==> src/shared/tbpaf_pkg.sv <==
package tbpaf_pkg;

    // ----------------------------------------------------------------
    // Register indices (byte address is four times the index)
    // ----------------------------------------------------------------
    localparam int IDX_W = 12;
    localparam logic [11:0] IDX_TP_LATCH = 12'h008;
    localparam logic [11:0] IDX_UP_LATCH = 12'h009;
    localparam logic [11:0] IDX_BP_LATCH = 12'h00B;
    localparam logic [11:0] IDX_TP_READ = 12'h015;
    localparam logic [11:0] IDX_UP_READ = 12'h016;
    localparam logic [11:0] IDX_BP_READ = 12'h018;
    localparam logic [11:0] IDX_TP_DIR = 12'hF22;
    localparam logic [11:0] IDX_UP_DIR = 12'hF23;
    localparam logic [11:0] IDX_BP_DIR = 12'hF25;
    localparam logic [11:0] IDX_UP_PULLUP = 12'hF30;
    localparam logic [11:0] IDX_TP_FUNC = 12'hF3C;
    localparam logic [11:0] IDX_UP_FUNC = 12'hF3D;
    localparam logic [11:0] IDX_UP_OTYPE = 12'hF4A;
    localparam logic [11:0] IDX_BP_OTYPE = 12'hF4C;
    localparam logic [11:0] IDX_UART_ROUTE = 12'hF57;

    // ----------------------------------------------------------------
    // Field layout and reset values
    // ----------------------------------------------------------------
    localparam int PORT2_W = 2;
    localparam int PORTB_W = 4;
    localparam int PORTB_LSB = 4;
    localparam int SWAP_BIT = 1;
    localparam logic [1:0] RST_PORT2 = 2'h0;
    localparam logic [3:0] RST_PORTB = 4'h0;
    localparam logic RST_SWAP = 1'b0;
    localparam logic [1:0] HRESP_OKAY = 2'h0;

endpackage

==> src/verilog/tbpaf_pin_cell.sv <==
module tbpaf_pin_cell #(
    parameter int W = 2
) (
    input wire logic [W-1:0] dir,
    input wire logic [W-1:0] func_sel,
    input wire logic [W-1:0] open_drain,
    input wire logic [W-1:0] pullup_req,
    input wire logic [W-1:0] latch,
    input wire logic [W-1:0] alt_out,
    input wire logic [W-1:0] pin_in,
    output logic [W-1:0] pin_out,
    output logic [W-1:0] pin_oe_n,
    output logic [W-1:0] pullup_on,
    output logic [W-1:0] readback
);

    // ----------------------------------------------------------------
    // Output path
    // ----------------------------------------------------------------
    logic [W-1:0] drive_val;

    // Alternate function or latch picks the level
    assign drive_val = (func_sel & alt_out) | (~func_sel & latch);

    // Open drain only ever sinks, so a high releases the pin
    assign pin_out = drive_val & ~open_drain;
    assign pin_oe_n = ~(dir & ~(open_drain & drive_val));

    // ----------------------------------------------------------------
    // Pull-up and readback
    // ----------------------------------------------------------------
    // Pull-up honoured only where nothing pushes high
    assign pullup_on = pullup_req & (~dir | open_drain);

    // Driven push-pull pins read zero, input or open drain read the pin
    assign readback = pin_in & (~dir | open_drain);

endmodule

==> src/verilog/tbpaf_top.sv <==
module tbpaf_top (
    input wire logic hclk,
    input wire logic hresetn,
    input wire logic hsel,
    input wire logic [31:0] haddr,
    input wire logic [1:0] htrans,
    input wire logic hwrite,
    input wire logic [2:0] hsize,
    input wire logic [31:0] hwdata,
    input wire logic hready,
    output logic hreadyout,
    output logic [1:0] hresp,
    output logic [31:0] hrdata,
    input wire logic [1:0] tp_pin_in,
    output logic [1:0] tp_pin_out,
    output logic [1:0] tp_pin_oe_n,
    input wire logic [1:0] up_pin_in,
    output logic [1:0] up_pin_out,
    output logic [1:0] up_pin_oe_n,
    output logic [1:0] up_pullup_on,
    input wire logic [3:0] bp_pin_in,
    output logic [3:0] bp_pin_out,
    output logic [3:0] bp_pin_oe_n,
    input wire logic pulse_out_a,
    input wire logic pulse_out_b,
    input wire logic pwm_out_a,
    input wire logic pwm_out_b,
    output logic timer_capture_in_a,
    output logic timer_capture_in_b,
    input wire logic uart_b_transmit,
    output logic uart_b_receive
);

    // ----------------------------------------------------------------
    // Bus front end
    // ----------------------------------------------------------------
    logic acc_take;
    logic addr_ok;
    logic [11:0] aidx;
    logic wr_q;
    logic [11:0] widx_q;
    logic [31:0] rdata_q;
    logic [31:0] rdata_d;

    // Upper address bits must be zero and the word aligned
    assign addr_ok = (haddr[31:14] == 18'h00000) && (haddr[1:0] == 2'h0);
    assign aidx = haddr[13:2];
    assign acc_take = hsel && hready && htrans[1];

    // Never stalls and never errors
    assign hreadyout = 1'b1;
    assign hresp = tbpaf_pkg::HRESP_OKAY;
    assign hrdata = rdata_q;

    // Pending write, finished in the data phase with hwdata
    always_ff @(posedge hclk or negedge hresetn) begin
        if (!hresetn) begin
            wr_q <= 1'b0;
            widx_q <= 12'h000;
        end else begin
            wr_q <= acc_take && hwrite && addr_ok;
            widx_q <= aidx;
        end
    end

    function automatic logic wr_hit(input logic pend, input logic [11:0] widx,
                                    input logic [11:0] idx);
        wr_hit = pend && (widx == idx);
    endfunction

    // ----------------------------------------------------------------
    // Control registers
    // ----------------------------------------------------------------
    logic [1:0] tp_latch_q, tp_latch_d;
    logic [1:0] tp_dir_q, tp_dir_d;
    logic [1:0] tp_func_q, tp_func_d;
    logic [1:0] up_latch_q, up_latch_d;
    logic [1:0] up_dir_q, up_dir_d;
    logic [1:0] up_func_q, up_func_d;
    logic [1:0] up_otype_q, up_otype_d;
    logic [1:0] up_pullup_q, up_pullup_d;
    logic [3:0] bp_latch_q, bp_latch_d;
    logic [3:0] bp_dir_q, bp_dir_d;
    logic [3:0] bp_otype_q, bp_otype_d;
    logic swap_q, swap_d;

    // Next values; only implemented bits take write data
    always_comb begin
        tp_latch_d = tp_latch_q;
        tp_dir_d = tp_dir_q;
        tp_func_d = tp_func_q;
        up_latch_d = up_latch_q;
        up_dir_d = up_dir_q;
        up_func_d = up_func_q;
        up_otype_d = up_otype_q;
        up_pullup_d = up_pullup_q;
        bp_latch_d = bp_latch_q;
        bp_dir_d = bp_dir_q;
        bp_otype_d = bp_otype_q;
        swap_d = swap_q;
        if (wr_hit(wr_q, widx_q, tbpaf_pkg::IDX_TP_LATCH)) begin
            tp_latch_d = hwdata[1:0];
        end
        if (wr_hit(wr_q, widx_q, tbpaf_pkg::IDX_TP_DIR)) begin
            tp_dir_d = hwdata[1:0];
        end
        if (wr_hit(wr_q, widx_q, tbpaf_pkg::IDX_TP_FUNC)) begin
            tp_func_d = hwdata[1:0];
        end
        if (wr_hit(wr_q, widx_q, tbpaf_pkg::IDX_UP_LATCH)) begin
            up_latch_d = hwdata[1:0];
        end
        if (wr_hit(wr_q, widx_q, tbpaf_pkg::IDX_UP_DIR)) begin
            up_dir_d = hwdata[1:0];
        end
        if (wr_hit(wr_q, widx_q, tbpaf_pkg::IDX_UP_FUNC)) begin
            up_func_d = hwdata[1:0];
        end
        if (wr_hit(wr_q, widx_q, tbpaf_pkg::IDX_UP_OTYPE)) begin
            up_otype_d = hwdata[1:0];
        end
        if (wr_hit(wr_q, widx_q, tbpaf_pkg::IDX_UP_PULLUP)) begin
            up_pullup_d = hwdata[1:0];
        end
        if (wr_hit(wr_q, widx_q, tbpaf_pkg::IDX_BP_LATCH)) begin
            bp_latch_d = hwdata[7:4];
        end
        if (wr_hit(wr_q, widx_q, tbpaf_pkg::IDX_BP_DIR)) begin
            bp_dir_d = hwdata[7:4];
        end
        if (wr_hit(wr_q, widx_q, tbpaf_pkg::IDX_BP_OTYPE)) begin
            bp_otype_d = hwdata[7:4];
        end
        if (wr_hit(wr_q, widx_q, tbpaf_pkg::IDX_UART_ROUTE)) begin
            swap_d = hwdata[tbpaf_pkg::SWAP_BIT];
        end
    end

    // Timer port state; reset leaves inputs with port function
    always_ff @(posedge hclk or negedge hresetn) begin
        if (!hresetn) begin
            tp_latch_q <= tbpaf_pkg::RST_PORT2;
            tp_dir_q <= tbpaf_pkg::RST_PORT2;
            tp_func_q <= tbpaf_pkg::RST_PORT2;
        end else begin
            tp_latch_q <= tp_latch_d;
            tp_dir_q <= tp_dir_d;
            tp_func_q <= tp_func_d;
        end
    end

    // UART port state; push-pull and pull-ups off after reset
    always_ff @(posedge hclk or negedge hresetn) begin
        if (!hresetn) begin
            up_latch_q <= tbpaf_pkg::RST_PORT2;
            up_dir_q <= tbpaf_pkg::RST_PORT2;
            up_func_q <= tbpaf_pkg::RST_PORT2;
            up_otype_q <= tbpaf_pkg::RST_PORT2;
            up_pullup_q <= tbpaf_pkg::RST_PORT2;
            swap_q <= tbpaf_pkg::RST_SWAP;
        end else begin
            up_latch_q <= up_latch_d;
            up_dir_q <= up_dir_d;
            up_func_q <= up_func_d;
            up_otype_q <= up_otype_d;
            up_pullup_q <= up_pullup_d;
            swap_q <= swap_d;
        end
    end

    // Upper 4-bit port state
    always_ff @(posedge hclk or negedge hresetn) begin
        if (!hresetn) begin
            bp_latch_q <= tbpaf_pkg::RST_PORTB;
            bp_dir_q <= tbpaf_pkg::RST_PORTB;
            bp_otype_q <= tbpaf_pkg::RST_PORTB;
        end else begin
            bp_latch_q <= bp_latch_d;
            bp_dir_q <= bp_dir_d;
            bp_otype_q <= bp_otype_d;
        end
    end

    // ----------------------------------------------------------------
    // Pin cells
    // ----------------------------------------------------------------
    logic [1:0] tp_rb;
    logic [1:0] up_rb;
    logic [3:0] bp_rb;
    logic [1:0] tp_alt;
    logic [1:0] up_alt;

    // Timer drives only one of pulse or PWM at a time, so merge them
    assign tp_alt = {pulse_out_b | pwm_out_b, pulse_out_a | pwm_out_a};
    // Transmit only on the pin the swap bit names; the receive pin keeps its latch
    assign up_alt = swap_q ? {uart_b_transmit, up_latch_q[0]}
                           : {up_latch_q[1], uart_b_transmit};

    tbpaf_pin_cell #(.W(tbpaf_pkg::PORT2_W)) u_tp_cell (
        .dir(tp_dir_q),
        .func_sel(tp_func_q),
        .open_drain(2'h0),
        .pullup_req(2'h0),
        .latch(tp_latch_q),
        .alt_out(tp_alt),
        .pin_in(tp_pin_in),
        .pin_out(tp_pin_out),
        .pin_oe_n(tp_pin_oe_n),
        .pullup_on(),
        .readback(tp_rb)
    );

    tbpaf_pin_cell #(.W(tbpaf_pkg::PORT2_W)) u_up_cell (
        .dir(up_dir_q),
        .func_sel(up_func_q),
        .open_drain(up_otype_q),
        .pullup_req(up_pullup_q),
        .latch(up_latch_q),
        .alt_out(up_alt),
        .pin_in(up_pin_in),
        .pin_out(up_pin_out),
        .pin_oe_n(up_pin_oe_n),
        .pullup_on(up_pullup_on),
        .readback(up_rb)
    );

    // Alternate serial outputs of this port are routed elsewhere
    tbpaf_pin_cell #(.W(tbpaf_pkg::PORTB_W)) u_bp_cell (
        .dir(bp_dir_q),
        .func_sel(4'h0),
        .open_drain(bp_otype_q),
        .pullup_req(4'h0),
        .latch(bp_latch_q),
        .alt_out(4'h0),
        .pin_in(bp_pin_in),
        .pin_out(bp_pin_out),
        .pin_oe_n(bp_pin_oe_n),
        .pullup_on(),
        .readback(bp_rb)
    );

    // Capture inputs see the pin only in input mode
    assign timer_capture_in_a = tp_pin_in[0] & ~tp_dir_q[0];
    assign timer_capture_in_b = tp_pin_in[1] & ~tp_dir_q[1];

    // Receive from the upper pin unless swapped
    assign uart_b_receive = swap_q ? up_pin_in[0] : up_pin_in[1];

    // ----------------------------------------------------------------
    // Read path
    // ----------------------------------------------------------------
    // Uses next values so a read right after a write sees the new data
    always_comb begin
        rdata_d = 32'h00000000;
        if (addr_ok) begin
            case (aidx)
                tbpaf_pkg::IDX_TP_LATCH: rdata_d[1:0] = tp_latch_d;
                tbpaf_pkg::IDX_TP_DIR: rdata_d[1:0] = tp_dir_d;
                tbpaf_pkg::IDX_TP_FUNC: rdata_d[1:0] = tp_func_d;
                tbpaf_pkg::IDX_TP_READ: rdata_d[1:0] = tp_rb;
                tbpaf_pkg::IDX_UP_LATCH: rdata_d[1:0] = up_latch_d;
                tbpaf_pkg::IDX_UP_DIR: rdata_d[1:0] = up_dir_d;
                tbpaf_pkg::IDX_UP_FUNC: rdata_d[1:0] = up_func_d;
                tbpaf_pkg::IDX_UP_OTYPE: rdata_d[1:0] = up_otype_d;
                tbpaf_pkg::IDX_UP_PULLUP: rdata_d[1:0] = up_pullup_d;
                tbpaf_pkg::IDX_UP_READ: rdata_d[1:0] = up_rb;
                tbpaf_pkg::IDX_BP_LATCH: rdata_d[7:4] = bp_latch_d;
                tbpaf_pkg::IDX_BP_DIR: rdata_d[7:4] = bp_dir_d;
                tbpaf_pkg::IDX_BP_OTYPE: rdata_d[7:4] = bp_otype_d;
                tbpaf_pkg::IDX_BP_READ: rdata_d[7:4] = bp_rb;
                tbpaf_pkg::IDX_UART_ROUTE: rdata_d[tbpaf_pkg::SWAP_BIT] = swap_d;
                default: rdata_d = 32'h00000000;
            endcase
        end
    end

    // Read data captured at the address phase, held until the next read
    always_ff @(posedge hclk or negedge hresetn) begin
        if (!hresetn) begin
            rdata_q <= 32'h00000000;
        end else if (acc_take && !hwrite) begin
            rdata_q <= rdata_d;
        end
    end

endmodule

==> config.mk <==
export PLATFORM = sky130hd
export DESIGN_NAME = tbpaf_top
export DESIGN_NICKNAME = d
export VERILOG_FILES = /design/src/shared/tbpaf_pkg.sv /design/src/verilog/tbpaf_pin_cell.sv /design/src/verilog/tbpaf_top.sv
export SDC_FILE = /design/constraint.sdc
export NUM_CORES = 1
export LEC_CHECK = 0
export BUFFER_PORTS_ARGS = -buffer_cell sky130_fd_sc_hd__buf_2
export CAP_MARGIN = 10
export CORE_MARGIN = 1.5
export CORE_UTILIZATION = 43
export DETAILED_ROUTE_END_ITERATION = 6
export GPL_TIMING_DRIVEN = 1
export PLACE_DENSITY = 0.88
export SLEW_MARGIN = 30
export SYNTH_ARGS = -nofsm -noshare
export SYNTH_HDL_FRONTEND = slang
export SYNTH_HIERARCHICAL = 1
export SYNTH_SLANG_ARGS = --single-unit
==> constraint.sdc <==
create_clock -name hclk -period 2.5 [get_ports hclk]
set_input_delay 0.5 -clock hclk [delete_from_list [all_inputs] [get_ports hclk]]
set_output_delay 0.5 -clock hclk [all_outputs]
set_load 0.02 [all_outputs]
==> flow_metrics.py, run 1 <==
metrics = {
    "layout": {
        "drive_gt1_share_pct": 35.5,
        "number_of_nets_at_the_end_of_the_flow": 525,
        "finish.utilization_pct": 53.9,
        "fillerInstances": 623,
        "fin_cells": 538,
        "syn2layout_area_growth_pct": 22.0,
        "insertedDiodeCount": 0,
    },
    "global_route": {
        "use_met3_pct": 3.42,
        "use_met2_pct": 40.1,
        "grt.met1_usage_pct": 27.0,
        "grt_pass1_vias": 2875,
        "number_of_antenna_violations_at_the_first_check_in_global_routing": 0,
        "grt_start_max_net_pins": 49,
        "grt_pass1_wl_mm": 13.6,
        "gr-max-usage-layer": "met2",
        "gr-total-overflow": 0,
        "grt_usage_pct": 22.2,
    },
    "sta": {
        "achievable-frequency_mhz": 415,
        "worst_max_slew_pin_slew_ps": 597,
        "final-max-slew-violation-count": 0,
        "layout_setup_ws_ps": 92.4,
        "report.final.hold_viol_count": 0,
        "ratio_of_final_minimum_period_to_clock_period_pct": 96.3,
        "final_period_minus_worst_setup_slack_ps": 2410,
        "finalClockSkew_ps": 10.2,
        "rsz0062_at_grt": "no",
        "count_of_endpoints_failing_setup_in_the_final_report": 0,
        "slew-limit-headroom_pct": 59.9,
    },
    "logic_synthesis": {
        "synth.yosys.warnings": 6,
        "post_synth_inst_count": 323,
        "post_syn_area_per_cell_um2": 9.87,
        "synthesis.area_um2": 3190,
    },
    "clock_tree": {
        "cts_hold_buf": 0,
        "clock-root-buffer": "clkbuf_8",
        "cts_post_setup_buffers_inserted": 0,
        "cts_h_tree_depth": 2,
        "clock_path_buffers": 2,
        "cts.sinks": 48,
        "cts_inserted_buffers": 5,
        "cts.clk_slew.worst_paths_ps": 90,
        "clkLatencyLatePin_ps": 300,
        "tritoncts": "done",
    },
    "worst_setup_path": {
        "cp-end-kind": "flop",
        "regToRegSetupSlack_ps": 90,
        "timing.critical_path.max_delay_family": "simple AND/OR/NAND/NOR gates",
        "timing.critical_path.buf_inv": 1,
        "critPathArrivalTime_ps": 2590,
        "cpMaxStageDelayCell": "or4b_4",
        "cp-start-kind": "flop",
        "critical_path_class": "reg2reg",
        "critical_path_required_ps": 2680,
        "crit_chain": "or4b_4 > nor4_2 > buf_4 > mux2_2 > a32o_1 > a221oi_2 > a22oi_2",
        "crit_fanout": 2,
        "critical_path.max_stage_delay_ps": 570,
    },
    "route": {
        "dr.first_iter.drc_count": 186,
        "antenna_left": 0,
        "drt_first_pass_iters": 4,
        "detail_route.wl_per_cell_um": 16.2,
        "average_vias_per_placed_instance": 5.48,
        "drc": 0,
        "routed_wirelength_mm": 8.74,
        "detailroute.via_count": 2948,
    },
    "pwr": {
        "irDropWorstVdd_v": 0.000292,
        "power_per_cell_area_nw_per_um2": 404,
        "post-layout-total-power_mw": 1.57,
        "total_leakage_power_nw": 1.93,
    },
    "die": {
        "die_area_um2": 7940,
        "die_height_um": 89.1,
        "design.portCount": 143,
        "floorplan.initialDensity_pct": 44.2,
        "fp-row-count": 31,
        "core_area_um2": 7210,
        "chipWidth_um": 89.1,
    },
    "placement": {
        "dp_hpwl_mm": 6.74,
        "io_buffers": 83,
        "dp_slack_ps": -130,
        "count_of_placed_standard_cells_including_taps": 530,
        "place.gp.congestion": 0.982,
    },
    "worst_hold_path": {
        "hold_class": "in2async",
    },
    "flow_run": {
        "max_cap_viol_count": 0,
    },
    "outcome": {
        "outcome": "completed",
    },
}
## where the power goes
| part | leakage [nW] | internal (mW) | switching (mW) | total, mW |
|---|---|---|---|---|
| Combinational | 1.28 | 0.105 | 0.174 | 0.279 |
| Sequential | 0.601 | 0.800 | 0.0231 | 0.823 |
| Clock | 0.0479 | 0.196 | 0.272 | 0.468 |
| Total | 1.93 | 1.10 | 0.469 | 1.57 |
## repair_timing
| item | CTS | global route |
|---|---|---|
| endpoints found under the setup margin | 2 | 2 |
| pin swaps | 1 | 2 |
| gates resized for setup | 2 | 1 |
## metal layers
metal	wire length, um	part of all wire, %
met5	0	0
met3	558	6.4
met4	163	1.9
met2	4630	53
met1	3380	39
## sequential cells by signal, summed over array words and instances, names as in the netlist, 4 cells and up
signal	flops
hrdata	6
bp_dir_q	4
bp_otype_q	4
widx_q	12
bp_latch_q	4
## path summary, 6_finish.rpt
| path | start | to | depth (start not counted) |
|---|---|---|---|
| worst max-delay path | widx_q[7]$_DFF_PN0_ | hrdata[1]$_DFFE_PN0P_ | 7 |
| worst min-delay path | hresetn | bp_otype_q[2]$_DFF_PN0_ | 2 |
| worst max register to register | widx_q[7]$_DFF_PN0_ | hrdata[1]$_DFFE_PN0P_ | 7 |
| worst min register to register | up_pullup_q[0]$_DFF_PN0_ | up_pullup_q[0]$_DFF_PN0_ | 1 |
| max in group asynchronous | hresetn | up_dir_q[0]$_DFF_PN0_ | 2 |
| min in group hclk | haddr[11] | widx_q[9]$_DFF_PN0_ | 1 |
## metrics by stage
stage	TNS, ps	hold WS, ps	cell area [um^2]
after floorplan	0	204	3340
after global placement	-50.7	502	3780
after detailed placement	-130	505	3780
after CTS	0	183	3880
after global routing	0	192	3890
final	0	172	3890
## layout make-up
cell class	instances	area [um^2]	share of cell area [%]
well taps	99	124	3.19
repair buffers	100	556	14.3
flip-flops and latches	48	1200	30.9
clock buffers	5	68.8	1.77
clock inverters	3	18.8	0.483
inverters	19	71.3	1.83
multi-input cells	264	1850	47.6
## layout by cell type, fill, tap and decap left out, types with 3 or more instances in the layout
cell type	count
nand2b_1	12
a22o_1	5
a22oi_1	3
conb_1	43
clkbuf_8	5
inv_1	19
a211o_1	4
nand4bb_1	3
a21o_1	4
nand4_1	4
buf_2	83
or4b_4	3
nor2_1	21
o21ai_1	8
or4_1	4
or2_2	3
and3_1	8
buf_4	16
mux2i_1	9
nand2_1	8
nand3_1	8
mux2_4	4
dfrtp_1	48
or3_1	4
nor4_1	11
nor3_1	9
mux2_2	27
nor2b_1	11
and2_1	11
No activity file was read; power rests on OpenSTA's default activity.
==> run 2: changes to the inputs <==
- PLACE_DENSITY: 0.88 -> 0.87
==> run 2 against run 1 <==
- hold slack gained 4.4 ps
- sequential cell count unchanged
- non-clock buffer count decreased by 1
- register-to-register slack worse by 30 ps
- fmax down 1.2%
- total power is 8.2% higher
- cell area rose by 0.48%
- die area did not move
- largest cell class unchanged
- global-route usage is 1.5 points lower
==> flow_metrics.py, run 2 (synthesis gave the netlist of run 1 again) <==
metrics = {
    "sta": {
        "count_of_endpoints_failing_setup_in_the_final_report": 0,
        "achievable-frequency_mhz": 410,
        "ratio_of_final_minimum_period_to_clock_period_pct": 97.5,
        "worst_max_slew_pin_slew_ps": 563,
        "final-max-slew-violation-count": 0,
        "finalClockSkew_ps": 11.6,
        "final_period_minus_worst_setup_slack_ps": 2440,
        "report.final.hold_viol_count": 0,
        "slew-limit-headroom_pct": 62.5,
        "layout_setup_ws_ps": 62.3,
        "rsz0062_at_grt": "no",
    },
    "pwr": {
        "post-layout-total-power_mw": 1.70,
        "total_leakage_power_nw": 1.93,
        "power_per_cell_area_nw_per_um2": 435,
        "irDropWorstVdd_v": 0.000284,
    },
    "layout": {
        "number_of_nets_at_the_end_of_the_flow": 524,
        "largest_reg_flops": 12,
        "drive_gt1_share_pct": 35.6,
        "largest-register": "widx_q",
        "insertedDiodeCount": 0,
        "layout.cells.most_common_list": "83 x buf_2, 48 x dfrtp_1, 43 x conb_1",
        "syn2layout_area_growth_pct": 22.6,
        "mostFrequentLayoutCell": "buf_2",
    },
    "worst_setup_path": {
        "critical_path.startpoint": "widx_q[7]$_DFF_PN0_",
        "cp-end-kind": "flop",
        "cpMaxStageDelayCell": "or4b_4",
        "r2r.worst_path.cells": 7,
        "rr_startpoint": "widx_q[7]$_DFF_PN0_",
        "cp-start-kind": "flop",
        "worstSetupEndpoint": "hrdata[1]$_DFFE_PN0P_",
        "critical_path_required_ps": 2680,
        "critical_path_class": "reg2reg",
        "regToRegSetupSlack_ps": 60,
        "critical_path.reg2reg.endpoint": "hrdata[1]$_DFFE_PN0P_",
        "critical_path.max_stage_delay_ps": 580,
        "critPathArrivalTime_ps": 2620,
        "timing.critical_path.max_delay_family": "simple AND/OR/NAND/NOR gates",
        "crit_chain": "or4b_4 > nor4_4 > buf_4 > mux2_2 > a32o_1 > a221oi_2 > a22oi_2",
        "worst-path-stages": 7,
        "timing.critical_path.buf_inv": 1,
        "crit_fanout": 2,
    },
    "die": {
        "chipWidth_um": 89.1,
        "die_height_um": 89.1,
        "floorplan.initialDensity_pct": 44.2,
        "design.portCount": 143,
        "core_area_um2": 7210,
        "die_area_um2": 7940,
        "fp-row-count": 31,
    },
    "placement": {
        "io_buffers": 83,
        "dp_slack_ps": -122,
        "place.gp.congestion": 0.912,
        "dp_hpwl_mm": 6.62,
    },
    "global_route": {
        "gr-total-overflow": 0,
        "grt_start_max_net_pins": 27,
        "grt_pass1_wl_mm": 12.7,
        "grt_usage_pct": 20.6,
        "number_of_antenna_violations_at_the_first_check_in_global_routing": 0,
        "grt_pass1_vias": 2668,
    },
    "worst_hold_path": {
        "hold_class": "in2async",
    },
    "clock_tree": {
        "tritoncts": "done",
        "cts.clk_slew.worst_paths_ps": 90,
        "clock_path_buffers": 2,
        "cts_inserted_buffers": 5,
        "cts_h_tree_depth": 2,
        "clock-root-buffer": "clkbuf_8",
        "cts.sinks": 48,
        "cts_hold_buf": 0,
        "clkLatencyLatePin_ps": 310,
    },
    "route": {
        "drc": 0,
        "detail_route.wl_per_cell_um": 15.4,
        "average_vias_per_placed_instance": 5.36,
        "detailroute.via_count": 2880,
        "dr.first_iter.drc_count": 276,
        "routed_wirelength_mm": 8.29,
        "drt_first_pass_iters": 4,
        "antenna_left": 0,
    },
    "outcome": {
        "outcome": "completed",
    },
    "flow_run": {
        "max_cap_viol_count": 0,
    },
}
run 2: cell types whose count changed in the layout (fill, tap and decap cells not counted):
cell | before | now
a211oi_1 | 2 | 1
a211oi_2 | 0 | 1
buf_12 | 1 | 0
bufinv_16 | 0 | 1
clkbuf_8 | 5 | 6
clkinv_2 | 2 | 0
run 2: per-stage QoR:
step / utilization, % / setup TNS [ps] / cells / hold slack (ps) / cell area (um^2)
global route: 54.2 / 0 / 537 / 227 / 3910
CTS: 54.0 / 0 / 537 / 201 / 3890
finish: 54.2 / 0 / 537 / 176 / 3910
global placement: 52.2 / -52.8 / 529 / 505 / 3760
detailed placement: 52.2 / -122 / 529 / 515 / 3760
floorplan: - / 0 / 364 / 204 / 3340
run 2: where the power goes:
part	total, mW	switching (mW)	internal (mW)
registers	0.823	0.0227	0.800
logic	0.275	0.171	0.103
clock network	0.601	0.274	0.327
total	1.70	0.468	1.23
run 2: final cells by class:
| class | instances | area (um^2) |
|---|---|---|
| well taps | 99 | 124 |
| clock buffers | 6 | 82.6 |
| inverters | 19 | 71.3 |
| repair buffers | 99 | 536 |
| fillers | 630 | 3310 |
| clock inverters | 2 | 38.8 |
| flip-flops and latches | 48 | 1200 |
| multi-input cells | 264 | 1850 |
run 2: repair_timing:
action / 4_1_cts / 5_1_grt
resized for setup: 2 / 2
setup buffers: 0 / 0
setup endpoints to repair: 2 / 2
pin swaps: 1 / 0
gates cloned: 0 / 0
run 2: worst min-delay path by stage:
stage | from | to | slack [ps] | cells past startpoint
floorplan | hresetn | bp_dir_q[0]$_DFF_PN0_ | 200 | 0
global placement | hresetn | bp_otype_q[0]$_DFF_PN0_ | 510 | 1
detailed placement | hresetn | bp_latch_q[0]$_DFF_PN0_ | 520 | 1
CTS | hresetn | bp_latch_q[0]$_DFF_PN0_ | 200 | 1
global route | hresetn | bp_latch_q[0]$_DFF_PN0_ | 230 | 1
finish | hresetn | bp_latch_q[0]$_DFF_PN0_ | 180 | 1
run 2: routing by layer:
metal  wire length, um  GRT usage (%)  vias up
li1                  -              -     1333
met1              3280           26.1     1365
met2              4240           35.9      160
met3               520           2.31       22
met4               255           8.53        0
met5                 0              0        -
